--- src/rtl/dscl_defs.svh ---
/*
 * Register offsets, field widths, reset values and word lengths of the
 * serial codec link port.
 * Assumes it is included by bare name by the package and the port logic.
 */
// Overview of operation
// - Transmit bits change on transmit bit clock; receive bits sampled on receive clock.
// - Bit clocks may stop between transfers; no logic waits on a free clock.
// - Transmit and receive each have a buffer word apart from the shift register.
// - Burst transfers start on a pulse at their own frame-sync input.
// - A control bit makes transmit frame sync an input or a driven output.
// - Completed receive and transmit transfers each raise their own interrupt.
// - Continuous mode chains words back to back, with or without frame pulses.
// - A control bit selects 8-bit or 16-bit serial words.
// - Receive data pin shifts into the receive shift register feeding the buffer.
// - Transmit and receive frame syncs are unrelated; both sections run independently.
`ifndef DSCL_DEFS_SVH
`define DSCL_DEFS_SVH

`define DSCL_OFS_CTRL 8'h00
`define DSCL_OFS_TXBUF 8'h04
`define DSCL_OFS_RXBUF 8'h08
`define DSCL_OFS_STATUS 8'h0c
`define DSCL_OFS_INTEN 8'h10
`define DSCL_OFS_INTCLR 8'h14
`define DSCL_OFS_STATE 8'h18

`define DSCL_CTRL_W 4
`define DSCL_IRQ_W 2
`define DSCL_CTRL_RST 4'h0
`define DSCL_INTEN_RST 2'h0
`define DSCL_BUF_RST 16'h0000

`define DSCL_LEN_BYTE 5'h08
`define DSCL_LEN_WORD 5'h10
`define DSCL_LINK_W 5

`endif

--- src/rtl/dscl_pkg.sv ---
/*
 * Types shared by the serial codec link port.
 * Assumes the constant header sits beside it.
 */
`include "dscl_defs.svh"

package dscl_pkg;

    typedef struct packed {
        logic cont_free;
        logic cont;
        logic word_length_bit;
        logic tx_sync_direction_bit;
    } dscl_ctrl_type;

    typedef struct packed {
        logic tx_done;
        logic rx_done;
    } dscl_irq_type;

    typedef struct packed {
        logic [7:0] addr;
        logic [15:0] wdata;
        logic wr;
        logic rd;
    } dscl_bus_type;

    typedef struct packed {
        logic tx_bit_clock;
        logic rx_bit_clock;
        logic tx_frame_sync;
        logic rx_frame_sync;
        logic serial_rx_data;
    } dscl_link_type;

    typedef enum logic [1:0] {
        DSCL_TX_IDLE,
        DSCL_TX_ARMED,
        DSCL_TX_SHIFT
    } dscl_tx_state_type;

    typedef enum logic {
        DSCL_RX_IDLE,
        DSCL_RX_SHIFT
    } dscl_rx_state_type;

endpackage : dscl_pkg

--- src/rtl/dscl_port.sv ---
/*
 * Serial codec link port: double-buffered transmit and receive shifters,
 * frame-sync handling, register slave and interrupt logic.
 * Assumes bit clocks far slower than core_clk (at least four core cycles
 * per half period) and a register master that never overlaps strobes.
 */
// Implementation choices: strobed register access and the register offsets.
`timescale 1ns/1ps
`default_nettype none
`include "dscl_defs.svh"

module dscl_port (
    input wire logic core_clk,
    input wire logic rst_b,
    input wire dscl_pkg::dscl_bus_type bus_req,
    output logic [15:0] bus_rdata,
    input wire dscl_pkg::dscl_link_type link_in,
    output logic serial_tx_data,
    output logic tx_frame_sync_out,
    output logic tx_frame_sync_oe_b,
    output logic irq
);

    dscl_pkg::dscl_link_type lk;
    dscl_pkg::dscl_link_type lk_prev_q;

    dscl_sync #(
        .WIDTH(`DSCL_LINK_W)
    ) u_sync (
        .core_clk(core_clk),
        .rst_b(rst_b),
        .async_in(link_in),
        .sync_out(lk)
    );

    always_ff @(posedge core_clk or negedge rst_b) begin
        if (!rst_b) begin
            lk_prev_q <= '0;
        end else begin
            lk_prev_q <= lk;
        end
    end

    // Edges of the sampled bit clocks; the transmit and receive shifters do not move without them.
    logic tx_rise;
    logic tx_fall;
    logic rx_fall;
    assign tx_rise = lk.tx_bit_clock & ~lk_prev_q.tx_bit_clock;
    assign tx_fall = ~lk.tx_bit_clock & lk_prev_q.tx_bit_clock;
    assign rx_fall = ~lk.rx_bit_clock & lk_prev_q.rx_bit_clock;

    // Register group.
    dscl_pkg::dscl_ctrl_type ctrl_q, ctrl_d;
    dscl_pkg::dscl_irq_type sts_q, sts_d, en_q, en_d;
    logic [15:0] txbuf_q, txbuf_d, rdata_q, rdata_d, rxbuf_q, rxbuf_d;
    logic txfull_q, txfull_d, irq_q, irq_d, oe_b_q, oe_b_d;
    logic tx_load, tx_done, rx_done, txbuf_wr;
    logic [4:0] len;

    // Transmit group.
    dscl_pkg::dscl_tx_state_type tx_st_q, tx_st_d;
    logic [15:0] tx_sh_q, tx_sh_d;
    logic [4:0] tx_cnt_q, tx_cnt_d;
    logic tx_data_q, tx_data_d, fs_out_q, fs_out_d;
    logic tx_rearm_q, tx_rearm_d, fs_eff;
    logic [15:0] tx_word;

    // Receive group.
    dscl_pkg::dscl_rx_state_type rx_st_q, rx_st_d;
    logic [15:0] rx_sh_q, rx_sh_d, rx_new;
    logic [4:0] rx_cnt_q, rx_cnt_d;

    assign len = ctrl_q.word_length_bit ? `DSCL_LEN_BYTE : `DSCL_LEN_WORD;
    assign txbuf_wr = bus_req.wr && (bus_req.addr == `DSCL_OFS_TXBUF);

    always_comb begin
        ctrl_d = ctrl_q;
        en_d = en_q;
        txbuf_d = txbuf_q;
        txfull_d = txfull_q;
        sts_d = sts_q;
        rdata_d = 16'h0000;
        if (tx_load) begin
            txfull_d = 1'b0;
        end
        if (bus_req.wr) begin
            unique case (bus_req.addr)
                `DSCL_OFS_CTRL: ctrl_d = bus_req.wdata[`DSCL_CTRL_W-1:0];
                `DSCL_OFS_TXBUF: begin
                    txbuf_d = bus_req.wdata;
                    txfull_d = 1'b1;
                end
                `DSCL_OFS_INTEN: en_d = bus_req.wdata[`DSCL_IRQ_W-1:0];
                `DSCL_OFS_INTCLR: sts_d = sts_q & ~bus_req.wdata[`DSCL_IRQ_W-1:0];
                default: ;
            endcase
        end
        // A completion in the clearing cycle wins over the clear.
        if (rx_done) begin
            sts_d.rx_done = 1'b1;
        end
        if (tx_done) begin
            sts_d.tx_done = 1'b1;
        end
        if (bus_req.rd) begin
            unique case (bus_req.addr)
                `DSCL_OFS_CTRL: rdata_d = {12'h000, ctrl_q};
                `DSCL_OFS_TXBUF: rdata_d = txbuf_q;
                `DSCL_OFS_RXBUF: rdata_d = rxbuf_q;
                `DSCL_OFS_STATUS: rdata_d = {14'h0000, sts_q};
                `DSCL_OFS_INTEN: rdata_d = {14'h0000, en_q};
                `DSCL_OFS_STATE: rdata_d = {13'h0000, rx_st_q == dscl_pkg::DSCL_RX_SHIFT,
                    tx_st_q != dscl_pkg::DSCL_TX_IDLE, txfull_q};
                default: rdata_d = 16'h0000;
            endcase
        end
        irq_d = |(sts_d & en_d);
        oe_b_d = ~ctrl_d.tx_sync_direction_bit;
    end

    always_ff @(posedge core_clk or negedge rst_b) begin
        if (!rst_b) begin
            ctrl_q <= `DSCL_CTRL_RST;
            en_q <= `DSCL_INTEN_RST;
            sts_q <= '0;
            txbuf_q <= `DSCL_BUF_RST;
            txfull_q <= 1'b0;
            rdata_q <= 16'h0000;
            irq_q <= 1'b0;
            oe_b_q <= 1'b1;
        end else begin
            ctrl_q <= ctrl_d;
            en_q <= en_d;
            sts_q <= sts_d;
            txbuf_q <= txbuf_d;
            txfull_q <= txfull_d;
            rdata_q <= rdata_d;
            irq_q <= irq_d;
            oe_b_q <= oe_b_d;
        end
    end

    // Frame sync seen by the transmitter: own pulse or the far party's.
    assign fs_eff = ctrl_q.tx_sync_direction_bit ? fs_out_q : lk.tx_frame_sync;
    assign tx_word = ctrl_q.word_length_bit ? {txbuf_q[7:0], 8'h00} : txbuf_q;

    always_comb begin
        tx_st_d = tx_st_q;
        tx_sh_d = tx_sh_q;
        tx_cnt_d = tx_cnt_q;
        tx_data_d = tx_data_q;
        fs_out_d = fs_out_q;
        tx_rearm_d = tx_rearm_q;
        tx_load = 1'b0;
        tx_done = 1'b0;
        if (!ctrl_q.tx_sync_direction_bit) begin
            fs_out_d = 1'b0;
        end else if (tx_rise) begin
            // One bit-clock pulse when a loaded word waits and the port rests.
            fs_out_d = (tx_st_q == dscl_pkg::DSCL_TX_IDLE) && txfull_q && !fs_out_q;
        end
        unique case (tx_st_q)
            dscl_pkg::DSCL_TX_IDLE: begin
                if (tx_fall && fs_eff) begin
                    tx_st_d = dscl_pkg::DSCL_TX_ARMED;
                    tx_sh_d = tx_word;
                    tx_load = 1'b1;
                end
            end
            dscl_pkg::DSCL_TX_ARMED: begin
                if (tx_rise) begin
                    tx_data_d = tx_sh_q[15];
                    tx_sh_d = {tx_sh_q[14:0], 1'b0};
                    tx_cnt_d = 5'h01;
                    tx_rearm_d = 1'b0;
                    tx_st_d = dscl_pkg::DSCL_TX_SHIFT;
                end
            end
            dscl_pkg::DSCL_TX_SHIFT: begin
                if (tx_fall && fs_eff && ctrl_q.cont) begin
                    tx_rearm_d = 1'b1;
                end
                if (tx_rise) begin
                    if (tx_cnt_q == len) begin
                        tx_done = 1'b1;
                        tx_rearm_d = 1'b0;
                        if (ctrl_q.cont && (ctrl_q.cont_free || tx_rearm_q)) begin
                            tx_data_d = tx_word[15];
                            tx_sh_d = {tx_word[14:0], 1'b0};
                            tx_cnt_d = 5'h01;
                            tx_load = 1'b1;
                        end else begin
                            tx_st_d = dscl_pkg::DSCL_TX_IDLE;
                        end
                    end else begin
                        tx_data_d = tx_sh_q[15];
                        tx_sh_d = {tx_sh_q[14:0], 1'b0};
                        tx_cnt_d = tx_cnt_q + 5'h01;
                    end
                end
            end
            default: tx_st_d = dscl_pkg::DSCL_TX_IDLE;
        endcase
    end

    always_ff @(posedge core_clk or negedge rst_b) begin
        if (!rst_b) begin
            tx_st_q <= dscl_pkg::DSCL_TX_IDLE;
            tx_sh_q <= 16'h0000;
            tx_cnt_q <= 5'h00;
            tx_data_q <= 1'b0;
            fs_out_q <= 1'b0;
            tx_rearm_q <= 1'b0;
        end else begin
            tx_st_q <= tx_st_d;
            tx_sh_q <= tx_sh_d;
            tx_cnt_q <= tx_cnt_d;
            tx_data_q <= tx_data_d;
            fs_out_q <= fs_out_d;
            tx_rearm_q <= tx_rearm_d;
        end
    end

    // The receiver has its own clock and frame sync and never looks at
    // the transmitter.
    assign rx_new = {rx_sh_q[14:0], lk.serial_rx_data};

    always_comb begin
        rx_st_d = rx_st_q;
        rx_sh_d = rx_sh_q;
        rx_cnt_d = rx_cnt_q;
        rxbuf_d = rxbuf_q;
        rx_done = 1'b0;
        unique case (rx_st_q)
            dscl_pkg::DSCL_RX_IDLE: begin
                if (rx_fall && lk.rx_frame_sync) begin
                    rx_st_d = dscl_pkg::DSCL_RX_SHIFT;
                    rx_cnt_d = 5'h00;
                end
            end
            dscl_pkg::DSCL_RX_SHIFT: begin
                if (rx_fall) begin
                    rx_sh_d = rx_new;
                    rx_cnt_d = rx_cnt_q + 5'h01;
                    if (rx_cnt_q + 5'h01 == len) begin
                        rx_done = 1'b1;
                        rxbuf_d = ctrl_q.word_length_bit ?
                            {8'h00, rx_new[7:0]} : rx_new;
                        rx_cnt_d = 5'h00;
                        if (!(ctrl_q.cont &&
                              (ctrl_q.cont_free || lk.rx_frame_sync))) begin
                            rx_st_d = dscl_pkg::DSCL_RX_IDLE;
                        end
                    end
                end
            end
        endcase
    end

    always_ff @(posedge core_clk or negedge rst_b) begin
        if (!rst_b) begin
            rx_st_q <= dscl_pkg::DSCL_RX_IDLE;
            rx_sh_q <= 16'h0000;
            rx_cnt_q <= 5'h00;
            rxbuf_q <= `DSCL_BUF_RST;
        end else begin
            rx_st_q <= rx_st_d;
            rx_sh_q <= rx_sh_d;
            rx_cnt_q <= rx_cnt_d;
            rxbuf_q <= rxbuf_d;
        end
    end

    assign bus_rdata = rdata_q;
    assign serial_tx_data = tx_data_q;
    assign tx_frame_sync_out = fs_out_q;
    assign tx_frame_sync_oe_b = oe_b_q;
    assign irq = irq_q;
endmodule : dscl_port

`default_nettype wire

--- src/rtl/dscl_sync.sv ---
/*
 * Two-stage synchroniser for the link pins, one chain per bit.
 * Assumes inputs are asynchronous to core_clk.
 */
`timescale 1ns/1ps
`default_nettype none

module dscl_sync #(
    parameter int WIDTH = 5
) (
    input wire logic core_clk,
    input wire logic rst_b,
    input wire logic [WIDTH-1:0] async_in,
    output logic [WIDTH-1:0] sync_out
);

    genvar i;
    generate
        for (i = 0; i < WIDTH; i++) begin : g_bit
            logic meta_q;
            logic sync_q;
            always_ff @(posedge core_clk or negedge rst_b) begin
                if (!rst_b) begin
                    meta_q <= 1'b0;
                    sync_q <= 1'b0;
                end else begin
                    meta_q <= async_in[i];
                    sync_q <= meta_q;
                end
            end
            assign sync_out[i] = sync_q;
        end
    endgenerate

endmodule : dscl_sync

`default_nettype wire

--- config.mk ---
export PLATFORM = sky130hd
export DESIGN_NAME = dscl_port
export DESIGN_NICKNAME = d
export VERILOG_FILES = /design/src/rtl/dscl_pkg.sv /design/src/rtl/dscl_port.sv /design/src/rtl/dscl_sync.sv
export VERILOG_INCLUDE_DIRS = /design/src /design/src/rtl
export SDC_FILE = /design/constraint.sdc
export NUM_CORES = 1
export LEC_CHECK = 0
export BUFFER_PORTS_ARGS = -buffer_cell sky130_fd_sc_hd__buf_4
export CORE_MARGIN = 5
export CORE_UTILIZATION = 25
export CTS_CLUSTER_DIAMETER = 120
export DETAILED_ROUTE_END_ITERATION = 16
export MAX_ROUTING_LAYER = met4
export PLACE_DENSITY = 0.38
export SLEW_MARGIN = 15
export SYNTH_ARGS = -nofsm -noshare
export SYNTH_HDL_FRONTEND = slang
export SYNTH_SLANG_ARGS = --single-unit
export TNS_END_PERCENT = 20
--- constraint.sdc ---
create_clock -name core_clk -period 3.3 [get_ports core_clk]
set_input_delay 0.66 -clock core_clk [delete_from_list [all_inputs] [get_ports core_clk]]
set_output_delay 0.66 -clock core_clk [all_outputs]
set_load 0.02 [all_outputs]
==> metrics.cfg <==
[grt]
met1_usage=0.162
grt_use_met3=0.0290
first_global_vias=4100
grt_max_degree=72
antenna_found_initial=0
grt-ovfl-total=0
use_met2=0.192
grt_pass1_wl_mm=22.9
grt_busiest_layer=met2
grt_use_total=0.124

[synthesis]
yosysWarningCount=0
synth_common_cells=117 x dfrtp_1, 54 x nand2_1, 37 x mux2_2
synth_fp_nets=528
synth-edff-count=0
synth_flop_cell=dfrtp_1
synth_top_area_cell=dfrtp_1
ys_seq_elements=118
syn_area_per_cell_um2=10.9
yosysSeqAreaShare=0.552
synthArstFlopShare=1.00
ys_types=51
synthTopCellsByArea=dfrtp_1 55%, mux2_2 7.8%, nand2_1 3.8%, o21ai_0 2.6%, nor2_1 2.4%
syn-cell-area_mm2=0.00535
yosysMostFrequentCell=dfrtp_1
synth_top_area_share=0.547
synthCells=489

[route]
dr.pass1.iters=4
routed_wl_mm=13.9
antenna_left=0
via_count=3891
drt_iter0_markers=209
wl_per_cell_um=16.6
vias_per_cell=4.65
drcViolationCount=0

[timing]
worst_clock_skew_ns=0.00695
fin_crit_ns=2.69
drv_slew=0
rsz0062_at_grt=false
fmax_mhz=371
tightest_slew_ns=1.11
fin_ws_ns=0.605
hold_viol=0
hold-worst-slack_ns=0.264
finalCritPeriodShare=0.817
relSlewSlack=0.260
setup_viol=0
totalNegativeSetupSlack_ns=0

[layout]
fin_nets=587
drive_gt1_frac=0.246
num-fill-cells=2178
antenna_cells=0
area.growth.synth_to_final_pct=24.2

[hold_path]
min_path_type=in -> async

[floorplanning]
start_util=0.254
fp.dieArea_mm2=0.0244
die_w_um=156
rows=53
io_pins=53
core_area_mm2=0.0211
dieHeight_um=156

[clock_tree]
clock_latency_ns=0.41
clkTransAtPathRegs_ns=0.05
tritoncts=done
cts_resized=0
clockBufferDepth=2
post-cts-setup-buffer-count=0
cts_hold_buf=0
cts_buffers=17
cts.sinks=118
cts_root_buf=clkbuf_16
cts.htree.levels=4

[worst_setup_path]
r2r-start=tx_st_q[0]$_DFFE_PN0P_
path_class=reg -> reg
critPathLaunchType=register
cpMaxStageDelayCell=a221oi_2
regToRegSetupSlack_ns=0.61
critPathMaxFanout=18
worst_r2r_endpoint=tx_sh_q[14]$_DFFE_PN0P_
worst_path_largest_cell_delay_ns=0.95
required_ns=3.59
endpoint_kind=register
crit_arrival_ns=2.99
cp_cell_sequence=inv_1 -> ha_1 -> nand3b_1 -> a21oi_2 -> a221oi_2 -> buf_4 -> mux2_1
reg2regPathDepth=7

[power]
ir_drop_mv=0.366
leakage_nw=2.99
power_mw=4.53
powerDensity_mw_per_mm2=682

[run]
drv_cap=0

[placed_design]
gp_congestion=0.798
dp.final_hpwl_mm=9.90
place_ws_ns=0.581
io_buffer_count=52

[outcome]
outcome=complete, no violations

==> power breakdown <==
part	switching, mW	internal (mW)	total (mW)
clock network	0.634	1.17	1.81
logic	0.509	0.374	0.883
registers	0.172	1.67	1.84
==> logic make-up (layout without fill, tap and decap cells) <==
kind of cell	after synthesis	after routing	share of synthesized area
buf+inv	41	113	0.0320
flops	118	118	0.552
fa+ha+maj	6	6	0.0140
simple gates	145	145	0.132
xor+xnor	3	3	0.00491
mux	55	55	0.113
compound gates	121	121	0.152
==> per-layer routing <==
| metal | vias up | part of all wire |
|---|---|---|
| li1 | 1876 | - |
| met1 | 1936 | 0.48 |
| met2 | 65 | 0.48 |
| met3 | 14 | 0.027 |
| met4 | 0 | 0.013 |
| met5 | - | 0 |
==> layout make-up <==
cell class | instances | area [um^2] | area share
Clock buffer | 20 | 437 | 0.0657
Tap cell | 275 | 344 | 0.0517
Inverter | 19 | 71.3 | 0.0107
Sequential cell | 118 | 2950 | 0.444
Timing Repair Buffer | 62 | 478 | 0.0719
Multi-Input combinational cell | 330 | 2230 | 0.335
Clock inverter | 12 | 138 | 0.0207
==> stage by stage <==
| stage | cells | utilization | instance area (um^2) |
|---|---|---|---|
| global route | 836 | 0.315 | 6650 |
| finish | 836 | 0.315 | 6650 |
| global placement | 804 | 0.288 | 6080 |
| detailed placement | 804 | 0.288 | 6080 |
| CTS | 836 | 0.315 | 6650 |
| floorplan | 489 | - | 5350 |
==> worst max-delay path, delay by kind of cell, from the launching register on <==
kind                     cells  cell delay (ns)
AO/OA/AOI/OAI                2             1.04
AND/OR/NAND/NOR              1             0.16
flip-flops                   1             0.37
buffers and inverters        2             0.42
multiplexers                 1             0.33
adder cells (fa/ha/maj)      1             0.25
==> placed cells by master, fill, tap and decap left out, types with 13 or more instances in the layout <==
| cell | instances |
|---|---|
| dfrtp_1 | 117 |
| buf_4 | 61 |
| nand2_1 | 54 |
| mux2_2 | 37 |
| nor2_1 | 34 |
| o21ai_0 | 28 |
| a21oi_1 | 19 |
| inv_1 | 18 |
| clkbuf_16 | 17 |
| a22oi_1 | 13 |
==> flip-flops by register name, summed over array words and instances, names as in the netlist, 2 cells and up <==
name	count
rx_sh_q	15
rxbuf_q	16
txbuf_q	16
sts_q	2
en_q	2
bus_rdata	16
u_sync.g_bit.sync_q	5
tx_st_q	2
lk_prev_q	2
tx_cnt_q	5
rx_cnt_q	5
u_sync.g_bit.meta_q	5
ctrl_q	4
tx_sh_q	16
==> worst max-delay path by stage <==
| stage | start | to | slack (ns) | depth (start not counted) |
|---|---|---|---|---|
| 2_1_floorplan | bus_req[22] | txbuf_q[10]$_DFFE_PN0P_ | 1.22 | 5 |
| 3_3_place_gp | tx_st_q[0]$_DFFE_PN0P_ | tx_sh_q[14]$_DFFE_PN0P_ | 0.64 | 7 |
| 3_5_place_dp | tx_st_q[0]$_DFFE_PN0P_ | tx_sh_q[14]$_DFFE_PN0P_ | 0.58 | 7 |
| 4_1_cts | tx_st_q[0]$_DFFE_PN0P_ | tx_sh_q[14]$_DFFE_PN0P_ | 0.59 | 7 |
| 5_1_grt | tx_cnt_q[0]$_DFFE_PN0P_ | tx_sh_q[14]$_DFFE_PN0P_ | 0.41 | 7 |
| 6_report | tx_st_q[0]$_DFFE_PN0P_ | tx_sh_q[14]$_DFFE_PN0P_ | 0.61 | 7 |
Note: power is estimated with default switching activity, not from simulation.
